File: config.mk
export PLATFORM = sky130hd
export DESIGN_NAME = tsys_timers
export DESIGN_NICKNAME = d
export VERILOG_FILES = /design/src/tsys_counter.v /design/src/tsys_timers.v
export VERILOG_INCLUDE_DIRS = /design/src /design/src/inc
export SDC_FILE = /design/constraint.sdc
export NUM_CORES = 1
export LEC_CHECK = 0
export ABC_AREA = 1
export BUFFER_PORTS_ARGS = -buffer_cell sky130_fd_sc_hd__clkbuf_2
export CAP_MARGIN = 20
export CORE_UTILIZATION = 54
export DETAILED_ROUTE_END_ITERATION = 10
export GPL_TIMING_DRIVEN = 0
export PLACE_DENSITY = 0.86
export SKIP_CTS_REPAIR_TIMING = 1
export SLEW_MARGIN = 20
export SYNTH_ARGS = -nofsm -noshare
export SYNTH_HDL_FRONTEND = slang
export SYNTH_SLANG_ARGS = --single-unit
File: constraint.sdc
create_clock -name sys_clk_i -period 1.8 [get_ports sys_clk_i]
set_input_delay 0.18 -clock sys_clk_i [delete_from_list [all_inputs] [get_ports sys_clk_i]]
set_output_delay 0.18 -clock sys_clk_i [all_outputs]
set_load 0.02 [all_outputs]
File: src/inc/tsys_defs.vh
// Register indices, field positions, reset values and divider counts of the system timers.
`ifndef TSYS_DEFS_VH
`define TSYS_DEFS_VH

// ----------------------------------------------------------------------------
// Register indices (byte address on the bus is four times the index)
// ----------------------------------------------------------------------------
`define TSYS_IDX_W 16
`define TSYS_IDX_B_LOW 16'h00ac
`define TSYS_IDX_B_HIGH 16'h00ad
`define TSYS_IDX_A_LOW 16'h00ae
`define TSYS_IDX_A_HIGH 16'h00af
`define TSYS_IDX_AB_CTRL 16'h00cf
`define TSYS_IDX_C_CTRL 16'ha003
`define TSYS_IDX_C_LOW 16'ha004
`define TSYS_IDX_C_MID 16'ha005
`define TSYS_IDX_C_TOP 16'ha006

// ----------------------------------------------------------------------------
// Bus geometry
// ----------------------------------------------------------------------------
`define TSYS_ADDR_W 18
`define TSYS_IDX_LSB 2
`define TSYS_IDX_MSB 17
`define TSYS_RDATA_RST 32'h0000_0000

// ----------------------------------------------------------------------------
// timer_ab_control fields
// ----------------------------------------------------------------------------
`define TSYS_AB_B_FLAG 7
`define TSYS_AB_B_MODE 6
`define TSYS_AB_B_RUN 5
`define TSYS_AB_B_IEN 4
`define TSYS_AB_A_FLAG 3
`define TSYS_AB_A_MODE 2
`define TSYS_AB_A_RUN 1
`define TSYS_AB_A_IEN 0

// ----------------------------------------------------------------------------
// timer_c_control fields
// ----------------------------------------------------------------------------
`define TSYS_C_FLAG 7
`define TSYS_C_SEL_HI 6
`define TSYS_C_SEL_LO 5
`define TSYS_C_MODE 4
`define TSYS_C_RUN 3
`define TSYS_C_IEN 0

// ----------------------------------------------------------------------------
// Reset values and widths
// ----------------------------------------------------------------------------
`define TSYS_BIT_RST 1'b0
`define TSYS_SEL_RST 2'b00
`define TSYS_AB_W 16
`define TSYS_C_W 24

// ----------------------------------------------------------------------------
// Oscillator tick dividers (system clock cycles per tick)
// ----------------------------------------------------------------------------
`define TSYS_DIV_W 10
`define TSYS_FAST_DIV 10'd2
`define TSYS_SLOW_DIV 10'd781
`define TSYS_DIV_ZERO 10'd0
`define TSYS_DIV_ONE 10'd1

`endif

File: src/tsys_counter.v
// Byte-writable up counter with reload register, shared by all three timers.
`timescale 1ns/1ps
`default_nettype none

module tsys_counter #(
    parameter W = 16
) (
    input wire sys_clk_i,
    input wire rst_b_i,
    input wire tick_i,
    input wire run_i,
    input wire reload_mode_i,
    input wire [W/8-1:0] wr_lane_i,
    input wire [7:0] wr_byte_i,
    output wire [W-1:0] count_o,
    output wire ovf_o
);

    localparam NB = W / 8;

    reg [W-1:0] count_reg;
    reg [W-1:0] reload_reg;
    reg ovf_reg;
    wire step;
    wire wrap;
    wire [W-1:0] count_step;
    wire [W-1:0] count_next;
    wire [W-1:0] reload_next;
    wire ovf_next;

    // ------------------------------------------------------------------------
    // Advance, overflow and wrap
    // ------------------------------------------------------------------------
    assign step = tick_i & run_i;
    assign wrap = step & (&count_reg);
    assign ovf_next = wrap;
    assign count_step = wrap ? (reload_mode_i ? reload_reg : {W{1'b0}}) :
                        (step ? count_reg + {{(W-1){1'b0}}, 1'b1} : count_reg);

    // ------------------------------------------------------------------------
    // Byte writes
    // ------------------------------------------------------------------------
    // A free-run write beats a same-cycle advance, so software always sees
    // exactly the byte it wrote.
    genvar i;
    generate
        for (i = 0; i < NB; i = i + 1) begin : g_lane
            assign count_next[8*i +: 8] = (wr_lane_i[i] & ~reload_mode_i) ?
                                          wr_byte_i : count_step[8*i +: 8];
            assign reload_next[8*i +: 8] = (wr_lane_i[i] & reload_mode_i) ?
                                           wr_byte_i : reload_reg[8*i +: 8];
        end
    endgenerate

    always @(posedge sys_clk_i or negedge rst_b_i) begin
        if (!rst_b_i) begin
            count_reg <= {W{1'b0}};
            reload_reg <= {W{1'b0}};
            ovf_reg <= 1'b0;
        end else begin
            count_reg <= count_next;
            reload_reg <= reload_next;
            ovf_reg <= ovf_next;
        end
    end

    assign count_o = count_reg;
    assign ovf_o = ovf_reg;

endmodule

`default_nettype wire

File: src/tsys_timers.v
// Three system timers (two 16-bit, one 24-bit) behind an Avalon-MM slave.
`timescale 1ns/1ps
`default_nettype none
`include "tsys_defs.vh"

// Function
// Two 16-bit timers on system clock
// timer_b overflow sets flag until cleared
// timer_b mode: 1 reload, 0 free-run
// timer_b counts only while run set
// timer_b enable gates overflow request
// timer_a mode: 1 reload, 0 free-run
// timer_a counts only while run set
// timer_a enable gates overflow request
// timer_a overflow sets flag until cleared
// 16-bit byte write: reload or live count
// Reads always return live counter bytes
// Software reads high byte before low
// timer_c is a 24-bit timer
// Select 0x picks fast, 1x slow oscillator
// timer_c runs without system clock
// timer_c mode: 1 reload, 0 free-run
// timer_c counts only while run set
// timer_c overflow sets flag until cleared
// timer_c enable gates overflow request
// 24-bit byte write: reload or live count
// All-ones advance overflows, reloads or wraps
// Request high while flag and enable set
module tsys_timers (
    input wire sys_clk_i,
    input wire rst_b_i,
    input wire system_clock_run_i,
    input wire fast_internal_osc_on_i,
    input wire slow_internal_osc_on_i,
    input wire [`TSYS_ADDR_W-1:0] avs_address_i,
    input wire avs_read_i,
    input wire avs_write_i,
    input wire [31:0] avs_writedata_i,
    input wire [3:0] avs_byteenable_i,
    output wire [31:0] avs_readdata_o,
    output wire avs_waitrequest_o,
    output wire timer_a_irq_o,
    output wire timer_b_irq_o,
    output wire timer_c_irq_o
);

    // ------------------------------------------------------------------------
    // Decode helper
    // ------------------------------------------------------------------------
    function tsys_hit;
        input [`TSYS_IDX_W-1:0] idx;
        input [`TSYS_IDX_W-1:0] target;
        begin
            tsys_hit = (idx == target);
        end
    endfunction

    // ------------------------------------------------------------------------
    // Declarations
    // ------------------------------------------------------------------------
    reg wait_reg;
    reg wait_next;
    reg [31:0] rdata_reg;
    reg [31:0] rdata_next;
    reg [7:0] rbyte;
    reg irq_a_reg;
    reg irq_b_reg;
    reg irq_c_reg;

    reg a_flag_reg;
    reg a_flag_next;
    reg a_mode_reg;
    reg a_run_reg;
    reg a_ien_reg;
    reg b_flag_reg;
    reg b_flag_next;
    reg b_mode_reg;
    reg b_run_reg;
    reg b_ien_reg;
    reg c_flag_reg;
    reg c_flag_next;
    reg [1:0] c_sel_reg;
    reg c_mode_reg;
    reg c_run_reg;
    reg c_ien_reg;

    reg [`TSYS_DIV_W-1:0] fast_div_reg;
    reg [`TSYS_DIV_W-1:0] slow_div_reg;
    reg fast_tick_reg;
    reg slow_tick_reg;

    wire [`TSYS_IDX_W-1:0] idx;
    wire req;
    wire wr_fire;
    wire wr_ab_ctrl;
    wire wr_c_ctrl;
    wire [7:0] wbyte;
    wire [1:0] a_lane;
    wire [1:0] b_lane;
    wire [2:0] c_lane;
    wire [`TSYS_AB_W-1:0] a_count;
    wire [`TSYS_AB_W-1:0] b_count;
    wire [`TSYS_C_W-1:0] c_count;
    wire a_ovf;
    wire b_ovf;
    wire c_ovf;
    wire ab_tick;
    wire c_tick;
    wire [7:0] ab_ctrl_view;
    wire [7:0] c_ctrl_view;

    // ------------------------------------------------------------------------
    // Bus decode
    // ------------------------------------------------------------------------
    // Only byte lane 0 carries register data; a write with lane 0 disabled
    // completes on the bus but changes nothing.
    assign idx = avs_address_i[`TSYS_IDX_MSB:`TSYS_IDX_LSB];
    assign req = avs_read_i | avs_write_i;
    assign wr_fire = avs_write_i & ~wait_reg & avs_byteenable_i[0];
    assign wbyte = avs_writedata_i[7:0];
    assign wr_ab_ctrl = wr_fire & tsys_hit(idx, `TSYS_IDX_AB_CTRL);
    assign wr_c_ctrl = wr_fire & tsys_hit(idx, `TSYS_IDX_C_CTRL);
    assign a_lane = {tsys_hit(idx, `TSYS_IDX_A_HIGH), tsys_hit(idx, `TSYS_IDX_A_LOW)}
                    & {2{wr_fire}};
    assign b_lane = {tsys_hit(idx, `TSYS_IDX_B_HIGH), tsys_hit(idx, `TSYS_IDX_B_LOW)}
                    & {2{wr_fire}};
    assign c_lane = {tsys_hit(idx, `TSYS_IDX_C_TOP), tsys_hit(idx, `TSYS_IDX_C_MID),
                     tsys_hit(idx, `TSYS_IDX_C_LOW)} & {3{wr_fire}};

    // ------------------------------------------------------------------------
    // Bus handshake
    // ------------------------------------------------------------------------
    // Every access takes exactly one wait cycle: the first edge of a request
    // drops waitrequest and captures read data, the second edge completes it.
    always @* begin
        wait_next = 1'b1;
        if (req && wait_reg) begin
            wait_next = 1'b0;
        end
    end

    assign ab_ctrl_view = {b_flag_reg, b_mode_reg, b_run_reg, b_ien_reg,
                           a_flag_reg, a_mode_reg, a_run_reg, a_ien_reg};
    assign c_ctrl_view = {c_flag_reg, c_sel_reg, c_mode_reg, c_run_reg, 2'b00, c_ien_reg};

    always @* begin
        rbyte = 8'h00;
        case (idx)
            `TSYS_IDX_A_LOW: begin
                rbyte = a_count[7:0];
            end
            `TSYS_IDX_A_HIGH: begin
                rbyte = a_count[15:8];
            end
            `TSYS_IDX_B_LOW: begin
                rbyte = b_count[7:0];
            end
            `TSYS_IDX_B_HIGH: begin
                rbyte = b_count[15:8];
            end
            `TSYS_IDX_AB_CTRL: begin
                rbyte = ab_ctrl_view;
            end
            `TSYS_IDX_C_CTRL: begin
                rbyte = c_ctrl_view;
            end
            `TSYS_IDX_C_LOW: begin
                rbyte = c_count[7:0];
            end
            `TSYS_IDX_C_MID: begin
                rbyte = c_count[15:8];
            end
            `TSYS_IDX_C_TOP: begin
                rbyte = c_count[23:16];
            end
            default: begin
                rbyte = 8'h00;
            end
        endcase
    end

    always @* begin
        rdata_next = rdata_reg;
        if (avs_read_i && wait_reg) begin
            rdata_next = {24'h00_0000, rbyte};
        end
    end

    always @(posedge sys_clk_i or negedge rst_b_i) begin
        if (!rst_b_i) begin
            wait_reg <= 1'b1;
            rdata_reg <= `TSYS_RDATA_RST;
        end else begin
            wait_reg <= wait_next;
            rdata_reg <= rdata_next;
        end
    end

    // ------------------------------------------------------------------------
    // Oscillator tick dividers
    // ------------------------------------------------------------------------
    // Both oscillators are modelled as enables carved from the always-on
    // clock; timer_c never looks at the system clock run gate.
    always @(posedge sys_clk_i or negedge rst_b_i) begin
        if (!rst_b_i) begin
            fast_div_reg <= `TSYS_DIV_ZERO;
            slow_div_reg <= `TSYS_DIV_ZERO;
            fast_tick_reg <= 1'b0;
            slow_tick_reg <= 1'b0;
        end else begin
            if (fast_div_reg == `TSYS_FAST_DIV - `TSYS_DIV_ONE) begin
                fast_div_reg <= `TSYS_DIV_ZERO;
                fast_tick_reg <= fast_internal_osc_on_i;
            end else begin
                fast_div_reg <= fast_div_reg + `TSYS_DIV_ONE;
                fast_tick_reg <= 1'b0;
            end
            if (slow_div_reg == `TSYS_SLOW_DIV - `TSYS_DIV_ONE) begin
                slow_div_reg <= `TSYS_DIV_ZERO;
                slow_tick_reg <= slow_internal_osc_on_i;
            end else begin
                slow_div_reg <= slow_div_reg + `TSYS_DIV_ONE;
                slow_tick_reg <= 1'b0;
            end
        end
    end

    assign ab_tick = system_clock_run_i;
    assign c_tick = c_sel_reg[1] ? slow_tick_reg : fast_tick_reg;

    // ------------------------------------------------------------------------
    // Control registers
    // ------------------------------------------------------------------------
    // A hardware overflow beats a software clear in the same cycle, so no
    // overflow is lost to a racing clear.
    always @* begin
        a_flag_next = wr_ab_ctrl ? wbyte[`TSYS_AB_A_FLAG] : a_flag_reg;
        b_flag_next = wr_ab_ctrl ? wbyte[`TSYS_AB_B_FLAG] : b_flag_reg;
        c_flag_next = wr_c_ctrl ? wbyte[`TSYS_C_FLAG] : c_flag_reg;
        if (a_ovf) begin
            a_flag_next = 1'b1;
        end
        if (b_ovf) begin
            b_flag_next = 1'b1;
        end
        if (c_ovf) begin
            c_flag_next = 1'b1;
        end
    end

    always @(posedge sys_clk_i or negedge rst_b_i) begin
        if (!rst_b_i) begin
            a_flag_reg <= `TSYS_BIT_RST;
            a_mode_reg <= `TSYS_BIT_RST;
            a_run_reg <= `TSYS_BIT_RST;
            a_ien_reg <= `TSYS_BIT_RST;
            b_flag_reg <= `TSYS_BIT_RST;
            b_mode_reg <= `TSYS_BIT_RST;
            b_run_reg <= `TSYS_BIT_RST;
            b_ien_reg <= `TSYS_BIT_RST;
            c_flag_reg <= `TSYS_BIT_RST;
            c_sel_reg <= `TSYS_SEL_RST;
            c_mode_reg <= `TSYS_BIT_RST;
            c_run_reg <= `TSYS_BIT_RST;
            c_ien_reg <= `TSYS_BIT_RST;
        end else begin
            a_flag_reg <= a_flag_next;
            b_flag_reg <= b_flag_next;
            c_flag_reg <= c_flag_next;
            if (wr_ab_ctrl) begin
                a_mode_reg <= wbyte[`TSYS_AB_A_MODE];
                a_run_reg <= wbyte[`TSYS_AB_A_RUN];
                a_ien_reg <= wbyte[`TSYS_AB_A_IEN];
                b_mode_reg <= wbyte[`TSYS_AB_B_MODE];
                b_run_reg <= wbyte[`TSYS_AB_B_RUN];
                b_ien_reg <= wbyte[`TSYS_AB_B_IEN];
            end
            if (wr_c_ctrl) begin
                c_sel_reg <= wbyte[`TSYS_C_SEL_HI:`TSYS_C_SEL_LO];
                c_mode_reg <= wbyte[`TSYS_C_MODE];
                c_run_reg <= wbyte[`TSYS_C_RUN];
                c_ien_reg <= wbyte[`TSYS_C_IEN];
            end
        end
    end

    // ------------------------------------------------------------------------
    // Interrupt requests
    // ------------------------------------------------------------------------
    // Built from next-state values so the request tracks flag and enable
    // in the same cycle as the registers show them.
    always @(posedge sys_clk_i or negedge rst_b_i) begin
        if (!rst_b_i) begin
            irq_a_reg <= 1'b0;
            irq_b_reg <= 1'b0;
            irq_c_reg <= 1'b0;
        end else begin
            irq_a_reg <= a_flag_next & (wr_ab_ctrl ? wbyte[`TSYS_AB_A_IEN] : a_ien_reg);
            irq_b_reg <= b_flag_next & (wr_ab_ctrl ? wbyte[`TSYS_AB_B_IEN] : b_ien_reg);
            irq_c_reg <= c_flag_next & (wr_c_ctrl ? wbyte[`TSYS_C_IEN] : c_ien_reg);
        end
    end

    // ------------------------------------------------------------------------
    // Counters
    // ------------------------------------------------------------------------
    tsys_counter #(
        .W(`TSYS_AB_W)
    ) u_timer_a (
        .sys_clk_i(sys_clk_i),
        .rst_b_i(rst_b_i),
        .tick_i(ab_tick),
        .run_i(a_run_reg),
        .reload_mode_i(a_mode_reg),
        .wr_lane_i(a_lane),
        .wr_byte_i(wbyte),
        .count_o(a_count),
        .ovf_o(a_ovf)
    );

    tsys_counter #(
        .W(`TSYS_AB_W)
    ) u_timer_b (
        .sys_clk_i(sys_clk_i),
        .rst_b_i(rst_b_i),
        .tick_i(ab_tick),
        .run_i(b_run_reg),
        .reload_mode_i(b_mode_reg),
        .wr_lane_i(b_lane),
        .wr_byte_i(wbyte),
        .count_o(b_count),
        .ovf_o(b_ovf)
    );

    tsys_counter #(
        .W(`TSYS_C_W)
    ) u_timer_c (
        .sys_clk_i(sys_clk_i),
        .rst_b_i(rst_b_i),
        .tick_i(c_tick),
        .run_i(c_run_reg),
        .reload_mode_i(c_mode_reg),
        .wr_lane_i(c_lane),
        .wr_byte_i(wbyte),
        .count_o(c_count),
        .ovf_o(c_ovf)
    );

    // ------------------------------------------------------------------------
    // Outputs
    // ------------------------------------------------------------------------
    assign avs_readdata_o = rdata_reg;
    assign avs_waitrequest_o = wait_reg;
    assign timer_a_irq_o = irq_a_reg;
    assign timer_b_irq_o = irq_b_reg;
    assign timer_c_irq_o = irq_c_reg;

endmodule

`default_nettype wire

# Word level (Yosys, flattened, before mapping)
# Index checks and enable logic that the tools add are counted.
word_totals:
  ram_bits: 0
  mem_count: 0
  elab_cells: 134
  in_bits: 61
  latchBits: 0
  regBits: 163
  rom_bits: 0
  out_inout_bits: 36
op_classes:
  addsub: 5
  magnitude_cmp: 0
  div_mod_pow: 0
  bitwise: 35
  n_mux: 32
  n_reduce_logical: 12
  shift: 0
  n_mul: 0
  eq_ne: 11
ops:
  columns: ["operator", "n"]
  rows:
  - ["$mux 16", 6]
  - ["$eq 16x8->1 const B", 5]
  - ["$mux 24", 3]
  - ["$pmux 8 s9", 1]
  - ["$eq 16x16->1 const B", 4]
  - ["$mux 8", 7]
  - ["$add 16x1->16 const B", 2]
  - ["$reduce_and 16->1", 2]
  - ["$and 1x1->1", 27]
  - ["$add 24x1->24 const B", 1]
  - ["$reduce_and 24->1", 1]
  - ["$reduce_bool 3->1", 7]
  - ["$add 10x1->10 const B", 2]
  - ["$mux 10", 2]
  - ["$mux 1", 13]
  - ["$eq 10x1->1 const B", 1]
  - ["$eq 10x10->1 const B", 1]
  - ["$and 2x2->2", 2]
  - ["$not 1->1", 4]
  - ["$and 3x3->3", 1]
  - ["$logic_and 1x1->1", 2]
  - ["$or 1x1->1", 1]

# Longest topological paths before layout
depth:
  depth_word: 7
  ltp_mapped: 13

# By module
# A second synthesis with hierarchy kept.
unflattened:
  hier_cells: 1457
  hier_area_um2: 10376.2
by_module_without_submodules:
  columns: ["module", "area_each_um2", "instances", "cells_each"]
  rows:
  - ["tsys_timers", 3225.6, 1, 438]
  - ["tsys_counter at u_timer_c", 3024.2, 1, 425]
  - ["tsys_counter at u_timer_b", 2082.0, 1, 299]
  - ["tsys_counter at u_timer_a", 2044.5, 1, 295]

# Worst setup path after synthesis
# Ideal clock, no wire load.
synth_timing:
  path_type: "register -> register"
  from: "register wait_reg, in the netlist avs_waitrequest_o"
  to: "register u_timer_c.count_reg[15], in the netlist u_timer_c.count_o[15]"
  path_buffers: 3
  arrival_time_ps: 1617
  path_slack_ps: 67
  period_less_slack_ps: 1733
  path_stages_with_launch: 9
  cell_sequence: "dfstp_2 -> nor2_4 -> buf_4 -> buf_4 -> nand4_1 -> clkbuf_1 -> nand2_1 -> nor2_1 -> nor2_1"
synth_via:
  elab_chain_len: 6
  word_cells_on_any_way: 7
  classes_between: "mux (1); bitwise (5); reduce/logical (1)"
synth_lines:
  columns: ["item", "line_no", "rtl"]
  rows:
  - ["start: declaration", "tsys_timers.v:61", "reg wait_reg;"]
  - ["start signal: assignment", "tsys_timers.v:194", "wait_reg <= wait_next;"]
  - ["$not 1->1 *", "tsys_timers.v:119", "assign wr_fire = avs_write_i & ~wait_reg & avs_byteenable_i[0];"]
  - ["$and 1x1->1 * (2 in series)", "tsys_timers.v:119", null]
  - ["$and 3x3->3 *", "tsys_timers.v:127", "assign c_lane = {tsys_hit(idx, `TSYS_IDX_C_TOP), tsys_hit(idx, `TSYS_IDX_C_MID),"]
  - ["$and 1x1->1 *", "tsys_counter.v:48", "assign count_next[8*i +: 8] = (wr_lane_i[i] & ~reload_mode_i) ?"]
  - ["$reduce_bool 3->1 (no line) or $mux 8 (tied branches)", null, null]
  - ["end signal: assignment", "tsys_counter.v:57", "count_reg <= {W{1'b0}};"]
  - ["end signal: assignment", "tsys_counter.v:61", "count_reg <= count_next;"]
  - ["end: declaration", "tsys_counter.v:21", "reg [W-1:0] count_reg;"]
# Every way passes the cells marked *; elsewhere a longest branch is shown, timed or not.
# A chain may end at the register's enable or synchronous reset.

# Final worst setup path
layout_timing:
  from: "register u_timer_b.count_reg[1], in the netlist u_timer_b.count_o[1]"
  to: "register u_timer_b.count_reg[4], in the netlist u_timer_b.count_o[4]"
layout_via:
  elab_chain_len: 4
  word_cells_on_any_way: 7
  classes_between: "add/sub (1); mux (3); bitwise (1); reduce/logical (2)"
layout_lines:
  columns: ["item", "line_no", "rtl"]
  rows:
  - ["start: declaration", "tsys_counter.v:21", null]
  - ["start signal: assignment", "tsys_counter.v:57", null]
  - ["start signal: assignment", "tsys_counter.v:61", null]
  - ["$add 16x1->16 or $reduce_and 16->1 (tied branches)", "tsys_counter.v:38, tsys_counter.v:35", null]
  - ["$mux 16 or $and 1x1->1 (tied branches)", "tsys_counter.v:38, tsys_counter.v:35", null]
  - ["$mux 16", "tsys_counter.v:37", "assign count_step = wrap ? (reload_mode_i ? reload_reg : {W{1'b0}}) :"]
  - ["$mux 8", "tsys_counter.v:48", null]
# Parallel ways exist; a longest one is shown, timed or not. The select of a mux whose other input is x is not followed.

==> impl_metrics.csv <==
group,metric,value,unit
status,outcome,"finished with violations",
status,violations,"setup timing",
synth,syn_inst,1370,
floorplan,start_util,55.4,%
pwr,p_leak,6.20,nW
synth,avgSynthCellArea,7.29,sq um
timing,setup_ws,-0.0892,ns
pwr,power_frac_seq,46.8,%
timing,rsz0062_at_grt,"yes",
synth,synth_flop_cell,"dfrtp_1",
placement,place_ws,-0.297,ns
global_route,antenna_found_initial,0,
pwr,p_clk_share,47.7,%
critical_path,required,2.19,ns
drt,wl_per_cell,18.6,um
drt,wl_met2,14.7,mm
critical_path,startpoint_type,"flip-flop",
global_route,grt_overflow_total,0,
critical_path,cp_common_cell,"nand3_2",
critical_path,cp_max_fo,5,
drt,wl_met3,3.24,mm
drt,wirelength,32.5,mm
final_layout,design_area,12300,sq um
placement,place_area,10600,sq um
pwr,powerDensity,636,nW/um^2
floorplan,die_h,138,um
cts,numCtsBuffers,17,
synth,synth_top_area_cell,"dfrtp_1",
timing,hold_violations,0,
critical_path,criticalPathCategory,"reg -> reg",
critical_path,arrival,2.28,ns
cts,tritoncts,"done",
global_route,grt_usage,32.2,%
floorplan,rows,49,
synth,synthArstFlopShare,100,%
synth,synth_area,9990,sq um
placement,hpwlAfterDp,21.4,mm
timing,post-route-period-util,105,%
synth,seq_area_frac_synth,40.8,%
pwr,switching_share,26.2,%
drt,route.detailed.drc,0,
critical_path,cpPeakStageDelay,0.45,ns
drt,via_per_inst,5.90,
timing,clock.fmax,0.529,GHz
timing,max_slew_margin,39.6,%
timing,maxSlewViolCount,0,
synth,synth_edf_count,0,
drt,drt-met1-wl,12.8,mm
final_layout,layout.nets,1574,
critical_path,worstSetupEndpointType,"flip-flop",
synth,ys_ff_latch,163,
global_route,grt_max_degree,63,
drt,drtAntennaViolNets,0,
cts,cts_sinks,163,
cts,clockBufferDepth,2,
pwr,intPower,5.79,mW
run,maxCapViolCount,0,
critical_path,crit_chain,"ha_4 -> nand3_4 -> nor2_4 -> nand3b_1 -> nor2_4 -> buf_6 -> nand3_2 -> nand3_2 -> nand3_2 -> nand2_1",
timing,tightest_slew,0.906,ns
final_layout,syn_to_final_growth,23.3,%
final_layout,nFillCells,1449,
cts,cts.htree.levels,4,
placement,place.gp.congestion,0.960,
floorplan,pin_count,97,
synth,synth.area.top_cells,"dfrtp_1, nand2_1, nand3_1, o21ai_0, nor2_1",
final_layout,layout-drive-gt1-share,23.6,%
floorplan,die_area,19100,sq um
global_route,grt_pass1_vias,9013,
drt,num_vias,10300,
global_route,grt_pass1_wl,47.4,mm
cts,root_buffer,"clkbuf_16",
drt,drt_iter0_drc,1146,
cts,insertion_delay,0.45,ns
drt,drt_first_pass_iters,6,
pwr,p_sw,2.05,mW
synth,synthDistinctLibCells,50,
floorplan,core,18000,sq um
pwr,combPwrFrac,5.5,%
final_layout,antennaDiodeCount,0,
floorplan,die_w,138,um
hold_path,hold_class,"in -> reg",
pwr,ir_worst_vdd,0.780,mV
synth,synth_top_area_share,40.6,%
synth,yosysWarnings,0,
timing,tns,-1.55,ns
drt,top_layer,"met4",
critical_path,cp_slowest_cell,"dfrtp_1",
timing,clock-skew-final,0.00882,ns
placement,io_buffers,42,
timing,setup_viol,43,
timing,period_minus_slack,1.89,ns
cts,path_clk_slew,0.07,ns
kinds of logic after synthesis:
| family | after synthesis | share of synthesized area (%) |
|---|---|---|
| adders and majority gates | 7 | 0.876 |
| DFF | 163 | 40.8 |
| AOI/OAI and AO/OA | 109 | 5.71 |
| buffers and inverters | 176 | 8.96 |
| xor gates and xnor gates | 43 | 3.77 |
| other | 1 | 0.0375 |
| and+or+nand+nor | 871 | 39.8 |
path summary, 6_finish.rpt:
path / start / to / slack [ns] / cells past startpoint
setup / recovery: u_timer_b.count_o[1] / u_timer_b.count_o[4] / -0.09 / 10
hold / removal: system_clock_run_i / u_timer_b.ovf_o / 0.14 / 3
setup reg to reg: u_timer_b.count_o[1] / u_timer_b.count_o[4] / -0.09 / 10
hold reg to reg: u_timer_c.ovf_o / c_flag_reg / 0.46 / 2
max in group asynchronous: rst_b_i / u_timer_c.count_o[2] / 0.59 / 4
min in group asynchronous: rst_b_i / slow_div_reg[7] / 0.22 / 2
critical path, delay by kind of cell, from the launching register on:
family	cells	cell delay [ns]
flops	1	0.45
simple gates	8	1.00
buf+inv	1	0.17
fa+ha+maj	1	0.20
cell usage after synthesis, types with 5 or more instances:
cell type	count
buf_2	9
nand3b_1	5
nand2_1	427
nor2_4	8
inv_1	105
nor2_2	8
nor4_1	5
nand3_1	231
buf_4	35
nand2_2	7
nor2_1	110
ha_1	7
nand4_1	19
nor3_1	18
or2_2	8
dfrtp_1	162
xnor2_1	11
xor2_1	32
clkbuf_1	9
o21ai_0	89
o21ai_1	10
layer usage:
metal  vias to the layer above  GRT usage [%]
met3                       141           7.38
met4                         0           14.7
met5                         -              0
met1                      4851           42.8
met2                       634           50.0
li1                       4691              -
cell usage in the layout (no fill, tap or decap), types with 4 or more instances in the layout:
master / n
inv_8: 4
clkbuf_2: 45
dfrtp_2: 14
nand4_2: 4
conb_1: 24
buf_2: 9
nor3_1: 16
nand4_1: 19
nand2_2: 25
clkbuf_1: 6
clkbuf_16: 17
inv_1: 104
xnor2_1: 11
nand2_4: 11
buf_6: 13
nand3_4: 10
nor4_1: 4
buf_4: 70
nor2_1: 95
o21ai_1: 17
or2_2: 8
nor3_4: 5
nand2_1: 398
ha_1: 4
dfrtp_1: 148
nand3_1: 176
xor2_1: 32
nor2_4: 17
dlygate4sd3_1: 5
nand3b_1: 5
nor3_2: 4
nor2_2: 15
nand3_2: 50
o21ai_0: 79
power groups by stage:
stage	clock network [mW]	logic, mW	registers (mW)
after floorplan	0	0.175	3.74
after global placement	0	0.382	3.74
after detailed placement	0	0.404	3.74
after CTS	3.72	0.404	3.67
after global routing	3.90	0.453	3.67
final	3.74	0.427	3.67
final cells by class:
| cell class | count | area, sq um | share of cell area [%] |
|---|---|---|---|
| Buffer | 65 | 512 | 4.15 |
| Clock buffer | 20 | 447 | 3.62 |
| Clock inverter | 12 | 140 | 1.14 |
| Inverter | 111 | 424 | 3.44 |
| Multi-Input combinational cell | 1055 | 5730 | 46.5 |
| Sequential cell | 163 | 4100 | 33.2 |
| Tap cell | 229 | 287 | 2.32 |
| Timing Repair Buffer | 93 | 684 | 5.55 |
metrics by stage:
stage | util [%] | hold WS [ns] | power (mW) | cells
after floorplan | - | -0.116 | 3.92 | 1393
after global placement | 58.7 | 0.344 | 4.12 | 1664
after detailed placement | 59.0 | 0.145 | 4.14 | 1666
after CTS | 62.3 | -0.322 | 7.80 | 1698
after global routing | 68.4 | 0.135 | 8.02 | 1748
final | 68.4 | 0.136 | 7.84 | 1748
No activity file was read; power rests on OpenSTA's default activity.
